[config.mk]
export PLATFORM = sky130hd
export DESIGN_NAME = dcdc_fault_supervisor
export DESIGN_NICKNAME = d
export VERILOG_FILES = /design/src/core/dcdc_fault_supervisor.v
export VERILOG_INCLUDE_DIRS = /design/src /design/src/core
export SDC_FILE = /design/constraint.sdc
export NUM_CORES = 1
export LEC_CHECK = 0
export BUFFER_PORTS_ARGS = -buffer_cell sky130_fd_sc_hd__buf_2
export CAP_MARGIN = 40
export CORE_MARGIN = 2
export CORE_UTILIZATION = 40
export DETAILED_ROUTE_END_ITERATION = 12
export PLACE_DENSITY_LB_ADDON = 0.15
export SLEW_MARGIN = 5
export SYNTH_ARGS = -nofsm -noshare
export SYNTH_HDL_FRONTEND = slang
export SYNTH_SLANG_ARGS = --single-unit
[constraint.sdc]
create_clock -name pclk -period 3.2 [get_ports pclk]
set_input_delay 0.48 -clock pclk [delete_from_list [all_inputs] [get_ports pclk]]
set_output_delay 0.48 -clock pclk [all_outputs]
set_load 0.03 [all_outputs]
[src/core/fault_supervisor_defines.vh]
// constants, register map and timing for the converter fault supervisor
// Functional notes
// - start only once enable comparator reads high
// - undervoltage persisting 500us latches output low
// - latched undervoltage drives fault flag low
// - undervoltage check armed only enable and soft-start
// - overvoltage persisting 500us latches output low
// - overvoltage check armed only enable and soft-start
// - supply lockout enters standby until supply recovers
// - resistor open/short persisting 500us latches off
// - resistor monitoring always active after supply up
// - soft start not done in 64ms latches
// - latch held until enable driven low once
// - overtemperature forces output low immediately
// - overcurrent ends each cycle's high-side on-phase
// - overcurrent persisting 500us latches output low
`ifndef FAULT_SUPERVISOR_DEFINES_VH
`define FAULT_SUPERVISOR_DEFINES_VH

`define CLK_FREQ_KHZ      50000
`define PERSIST_TIME_US   500
`define SS_TIMEOUT_MS     64
`define PERSIST_CYCLES    ((`PERSIST_TIME_US * `CLK_FREQ_KHZ) / 1000)
`define SS_TIMEOUT_CYCLES (`SS_TIMEOUT_MS * `CLK_FREQ_KHZ)

`define ADDR_STATUS       12'h000
`define ADDR_MASK         12'h004
`define ADDR_CTRL         12'h008
`define ADDR_STATE        12'h00C

`define MASK_RESET        6'h00
`define CTRL_RESET        1'h0

// event bit positions in status and mask
`define EV_UV             0
`define EV_OV             1
`define EV_RT             2
`define EV_OC             3
`define EV_SS             4
`define EV_TH             5
`define EV_W              6

`define ST_OFF            2'h0
`define ST_SOFT           2'h1
`define ST_RUN            2'h2
`define ST_LATCH          2'h3

`endif

[src/core/dcdc_fault_supervisor.v]
// converter fault supervisor with persistence filters, off latch and apb status
`timescale 1ns/100ps
`include "fault_supervisor_defines.vh"
module dcdc_fault_supervisor #(
   parameter PERSIST_CNT = `PERSIST_CYCLES,
   parameter SS_TO_CNT   = `SS_TIMEOUT_CYCLES,
   parameter CW          = 22
) (
   // clock and reset
   input  wire        pclk,
   input  wire        presetn,
   // apb slave
   input  wire        psel,
   input  wire        penable,
   input  wire        pwrite,
   input  wire [11:0] paddr,
   input  wire [31:0] pwdata,
   output reg  [31:0] prdata,
   output wire        pready,
   output wire        pslverr,
   // analog comparator results
   input  wire        enable_input_voltage,
   input  wire        supply_ok,
   input  wire        soft_start_arm,
   input  wire        soft_start_done_threshold,
   input  wire        uv_cmp,
   input  wire        ov_cmp,
   input  wire        freq_resistor_open_short,
   input  wire        thermal_cutoff,
   input  wire        overcurrent,
   input  wire        cycle_start,
   // power stage and host
   output reg         stage_enable,
   output reg         high_side_on,
   output reg         output_pull_low,
   output reg         soft_start_run,
   output reg         standby,
   output reg         fault_latch_flag_n,
   output reg         fault_latch_flag_oe,
   output reg         irq
);

   // two-stage synchronisers on all comparator inputs
   localparam NI = 10;
   wire [NI-1:0] raw_in;
   reg  [NI-1:0] sync1_r;
   reg  [NI-1:0] sync2_r;
   assign raw_in = {cycle_start, overcurrent, thermal_cutoff, freq_resistor_open_short,
                    ov_cmp, uv_cmp, soft_start_done_threshold, soft_start_arm,
                    supply_ok, enable_input_voltage};
   always @(posedge pclk or negedge presetn) begin
      if (!presetn) begin
         sync1_r <= {NI{1'b0}};
         sync2_r <= {NI{1'b0}};
      end else begin
         sync1_r <= raw_in;
         sync2_r <= sync1_r;
      end
   end
   wire en_s   = sync2_r[0];
   wire sup_s  = sync2_r[1];
   wire arm_s  = sync2_r[2];
   wire done_s = sync2_r[3];
   wire uv_s   = sync2_r[4];
   wire ov_s   = sync2_r[5];
   wire rt_s   = sync2_r[6];
   wire th_s   = sync2_r[7];
   wire oc_s   = sync2_r[8];
   wire cyc_s  = sync2_r[9];

   reg  [1:0] state_r;
   reg  [1:0] state_nxt;
   reg        lockout_r;
   reg        uv_latched_r;
   reg  [5:0] status_r;
   reg  [5:0] mask_r;
   reg        ctrl_irq_en_r;
   reg  [CW-1:0] ss_cnt_r;

   // hysteresis lives in the comparator; here lockout just follows the synced level
   wire up = sup_s;
   wire armed = en_s && arm_s && up;

   // persistence filters: uv, ov, rt, oc
   wire [3:0] cond = {oc_s && up,
                      rt_s && up,
                      ov_s && armed,
                      uv_s && armed};
   wire [3:0] expired;
   genvar g;
   generate
      for (g = 0; g < 4; g = g + 1) begin : persist
         reg [CW-1:0] cnt_r;
         always @(posedge pclk or negedge presetn) begin
            if (!presetn)
               cnt_r <= {CW{1'b0}};
            else if (!cond[g] || state_r == `ST_LATCH)
               cnt_r <= {CW{1'b0}};
            else if (cnt_r != PERSIST_CNT[CW-1:0])
               cnt_r <= cnt_r + 1'b1;
         end
         assign expired[g] = (cnt_r == PERSIST_CNT[CW-1:0]) && cond[g];
      end
   endgenerate

   wire active  = (state_r == `ST_SOFT) || (state_r == `ST_RUN);
   wire persist_trip = |expired;
   wire ss_trip = (state_r == `ST_SOFT) && !done_s &&
                  (ss_cnt_r == SS_TO_CNT[CW-1:0]);

   always @* begin
      state_nxt = state_r;
      case (state_r)
         `ST_OFF:   if (en_s && up) state_nxt = `ST_SOFT;
         `ST_SOFT: begin
            if (!en_s || !up) state_nxt = `ST_OFF;
            else if (persist_trip || ss_trip) state_nxt = `ST_LATCH;
            else if (done_s) state_nxt = `ST_RUN;
         end
         `ST_RUN: begin
            if (!en_s || !up) state_nxt = `ST_OFF;
            else if (persist_trip) state_nxt = `ST_LATCH;
         end
         `ST_LATCH: if (!en_s) state_nxt = `ST_OFF;
         default:   state_nxt = `ST_OFF;
      endcase
   end

   always @(posedge pclk or negedge presetn) begin
      if (!presetn) begin
         state_r      <= `ST_OFF;
         ss_cnt_r     <= {CW{1'b0}};
         uv_latched_r <= 1'b0;
         lockout_r    <= 1'b1;
      end else begin
         state_r   <= state_nxt;
         lockout_r <= !up;
         if (state_r != `ST_SOFT)
            ss_cnt_r <= {CW{1'b0}};
         else if (ss_cnt_r != SS_TO_CNT[CW-1:0])
            ss_cnt_r <= ss_cnt_r + 1'b1;
         if (state_nxt == `ST_OFF)
            uv_latched_r <= 1'b0;
         else if (state_r != `ST_LATCH && state_nxt == `ST_LATCH && expired[`EV_UV])
            uv_latched_r <= 1'b1;
      end
   end

   // power stage outputs, all registered
   always @(posedge pclk or negedge presetn) begin
      if (!presetn) begin
         stage_enable        <= 1'b0;
         high_side_on        <= 1'b0;
         output_pull_low     <= 1'b0;
         soft_start_run      <= 1'b0;
         standby             <= 1'b1;
         fault_latch_flag_n  <= 1'b1;
         fault_latch_flag_oe <= 1'b0;
      end else begin
         stage_enable    <= active && !th_s;
         output_pull_low <= (state_r == `ST_LATCH) || th_s;
         soft_start_run  <= (state_r == `ST_SOFT);
         standby         <= lockout_r;
         // on-phase starts each cycle, overcurrent ends it at once
         if (!active || th_s || oc_s)
            high_side_on <= 1'b0;
         else if (cyc_s)
            high_side_on <= 1'b1;
         // open drain: pulled low only while the uv latch holds
         fault_latch_flag_n  <= 1'b0;
         fault_latch_flag_oe <= uv_latched_r;
      end
   end

   // apb: zero wait states, errors on unmapped addresses
   wire acc   = psel && penable;
   wire wr    = acc && pwrite;
   wire rd    = acc && !pwrite;
   wire hit   = (paddr == `ADDR_STATUS) || (paddr == `ADDR_MASK) ||
                (paddr == `ADDR_CTRL) || (paddr == `ADDR_STATE);
   assign pready  = 1'b1;
   assign pslverr = acc && !hit;

   wire [5:0] ev_now = {th_s && active,
                        ss_trip,
                        expired[3:0] & {4{active}}};
   wire status_rd = rd && (paddr == `ADDR_STATUS);

   always @(posedge pclk or negedge presetn) begin
      if (!presetn) begin
         status_r      <= 6'h00;
         mask_r        <= `MASK_RESET;
         ctrl_irq_en_r <= `CTRL_RESET;
         prdata        <= 32'h00000000;
         irq           <= 1'b0;
      end else begin
         // read clears, but a new event in the same cycle survives
         status_r <= (status_rd ? 6'h00 : status_r) | ev_now;
         if (wr && paddr == `ADDR_MASK)
            mask_r <= pwdata[`EV_W-1:0];
         if (wr && paddr == `ADDR_CTRL)
            ctrl_irq_en_r <= pwdata[0];
         if (psel && !penable && !pwrite) begin
            case (paddr)
               `ADDR_STATUS: prdata <= {26'h0000000, status_r | ev_now};
               `ADDR_MASK:   prdata <= {26'h0000000, mask_r};
               `ADDR_CTRL:   prdata <= {31'h00000000, ctrl_irq_en_r};
               `ADDR_STATE:  prdata <= {27'h0000000, lockout_r, uv_latched_r, th_s, state_r};
               default:      prdata <= 32'h00000000;
            endcase
         end
         irq <= ctrl_irq_en_r && |(status_r & mask_r);
      end
   end

endmodule // dcdc_fault_supervisor

==> impl_metrics.json <==
{
  "status": "finished clean",
  "drive_gt1_frac": 0.1196,
  "clk_pin_slew_ps": 60,
  "top_usage_layer": "met2",
  "drc_errors": 0,
  "arrival_ps": 2730,
  "async_reset_ff_frac": 1.000,
  "core_area_mm2": 0.01933,
  "combPwrFrac": 0.083,
  "synth_area_leaders": "dfrtp_1, xor2_1, nor2_1",
  "yosys.area.top_type": "dfrtp_1",
  "synthFlopType": "dfrtp_1",
  "dpl_worst_slack_ps": 818.0,
  "rows": 51,
  "period_share": 0.7410,
  "slew_headroom": 0.4714,
  "hold_viol_final": 0,
  "maxCapViolCount": 0,
  "die_h_um": 143.9,
  "postCtsHoldBufs": 0,
  "place.detailed.hpwl_um": 10880,
  "antenna_left": 0,
  "path_depth": 8,
  "finalClockSkew_ps": 6.381,
  "start_util": 0.4046,
  "crit_start": "persist[0].cnt_r[0]$_DFFE_PN0P_",
  "clock_latency_ps": 420,
  "critPathCaptureType": "flip-flop",
  "ir_worst_vdd_v": 0.0004042,
  "num_vias": 5569,
  "r2r_cells": 8,
  "worstPathRequired_ps": 3550,
  "leakage_nw": 3.788,
  "grt_overflow": 0,
  "hp-class": "in -> async",
  "power_mw": 4.598,
  "io-pin-count": 101,
  "path_cells": "inv_1, ha_1, nor4bb_1, nand4_1, nor2_1, nand3_1, a2111oi_0, a21o_1",
  "use_met3": 0.03999,
  "p_int_mw": 3.525,
  "place_area_mm2": 0.008267,
  "met1_usage": 0.2174,
  "syn_inst": 774,
  "synth_area_mm2": 0.007824,
  "grt.total_usage": 0.1626,
  "tightest_slew_ps": 786.4,
  "finalSetupViolations": 0,
  "crit_slowest_cell": "a2111oi_0",
  "routed_wl_um": 15470,
  "max_stage_delay_ps": 480,
  "htreeDepth": 4,
  "die_x_um": 143.9,
  "switching_power_mw": 1.073,
  "antenna_cells": 0,
  "seq_area_frac_synth": 0.5154,
  "grt_max_degree": 79,
  "slew_violations": 0,
  "numPortBuffers": 47,
  "seq_power_share": 0.464,
  "wl_per_cell_um": 14.05,
  "met2_usage": 0.2622,
  "max_freq_ghz": 0.4217,
  "powerDensity_mw_per_mm2": 518.2,
  "layout_setup_ws_ps": 828.7,
  "synth_cell_types": 61,
  "numCtsBuffers": 17,
  "startpoint_type": "flip-flop",
  "critical_path_buf_inv_count": 1,
  "fillers": 1859,
  "yosys_warnings": 0,
  "grt_pass1_wl_um": 26940,
  "cts_resized": 0,
  "synth.top_cells.by_count": "dfrtp_1, nor2_1, nand2_1, xor2_1, nand3_1",
  "synth_seq_cells": 161,
  "setup_tns_ps": 0,
  "syn_area_per_cell_um2": 10.11,
  "synth_top_area_share": 0.5054,
  "cp_max_fo": 6,
  "gp_congestion": 0.7902,
  "cts_sinks": 161,
  "clockRootBuffer": "clkbuf_16",
  "sw_frac_of_total": 0.2334,
  "die_area_mm2": 0.02069,
  "drt_iter0_markers": 343,
  "r2r-start": "persist[0].cnt_r[0]$_DFFE_PN0P_",
  "firstDrtPassIters": 4,
  "fin_nets": 898,
  "clk_path_buf_depth": 2,
  "p_clk_frac": 0.453,
  "tritoncts": "built",
  "final_area_mm2": 0.008872,
  "grt_pass1_vias": 5665,
  "fin_crit_ps": 2371,
  "post-cts-setup-buffers": 0,
  "synth_edf_count": 0,
  "rsz0062_at_grt": "false",
  "area_growth_pct": 13.40,
  "critical_path.top_delay_family": "simple AND/OR/NAND/NOR gates",
  "antenna_found_initial": 0,
  "criticalPathCategory": "reg -> reg",
  "via_per_inst": 5.058,
  "post-synth-top-count-cell": "dfrtp_1"
}
## power by group through the flow
stage	sequential, mW	clock (mW)	combinational (mW)
floorplan	2.18	0	0.256
global placement	2.17	0	0.378
detailed placement	2.17	0	0.385
CTS	2.14	2.14	0.387
global route	2.14	2.23	0.430
finish	2.13	2.08	0.380
## area by class of cell
class                   count  area, um2  area share
flip-flops and latches    161       4033      0.4545
multi-input cells         565       3510      0.3956
clock buffers              25      505.5     0.05697
well taps                 265      331.6     0.03737
repair buffers             51      284.0     0.03201
inverters                  29      108.9     0.01227
clock inverters             5      100.1     0.01128
## state kept, by name (all words and copies together) (netlist names), 2 cells and up
register and flops:
prdata 6, state_r 2, sync1_r 10, status_r 6, sync2_r 10, mask_r 6
ss_cnt_r 22, persist.cnt_r 88
## per-stage QoR
step	hold WS, ps	utilization	std cells
floorplan	184.4	-	800
global placement	334.9	0.4276	1071
detailed placement	336.3	0.4276	1071
CTS	126.6	0.4589	1101
global route	146.3	0.4589	1101
finish	103.7	0.4589	1101
## worst register-to-register path: stages (launching register included)
cell       delay [ps]
dfrtp_1           440
inv_1             120
ha_1              150
nor4bb_1          260
nand4_1           240
nor2_1            300
nand3_1           190
a2111oi_0         480
a21o_1            130
## kinds of logic after synthesis
kind of cell / synth area share
AND/OR/NAND/NOR: 0.2311
flip-flops: 0.5154
XOR/XNOR: 0.09963
AO/OA/AOI/OAI: 0.06845
buffers and inverters: 0.04846
adder cells (fa/ha/maj): 0.02239
multiplexers: 0.01359
other: 0.0009599
## layout by cell type (no fill, tap or decap), drive strengths merged, types with 4 or more instances in the layout
cell type	count
a21oi	17
a22o	5
a22oi	4
a32oi	5
and2	19
and3	19
and4	8
buf	51
clkbuf	25
conb	28
dfrtp	158
ha	14
inv	29
mux2	5
mux2i	5
nand2	52
nand3	46
nand4	27
nor2	106
nor2b	5
nor3	13
nor4	14
nor4b	8
nor4bb	5
o21ai	27
or3	9
xnor2	38
xor2	51
## path summary, 6_finish.rpt
path	end	slack [ps]
max	prdata[0]$_DFFE_PN0P_	830
min	persist[3].cnt_r[19]$_DFFE_PN0P_	100
max reg2reg	prdata[0]$_DFFE_PN0P_	830
min reg2reg	sync2_r[3]$_DFF_PN0_	350
max in group asynchronous	persist[0].cnt_r[6]$_DFFE_PN0P_	2130
min in group pclk	sync1_r[8]$_DFF_PN0_	170
## routing by layer
layer  wire length (um)  vias up
met1               7465     2717
met3                649       12
met4                156        0
met5                  0        -
met2               7199      115
li1                   -     2725
No activity file was read; power rests on OpenSTA's default activity.
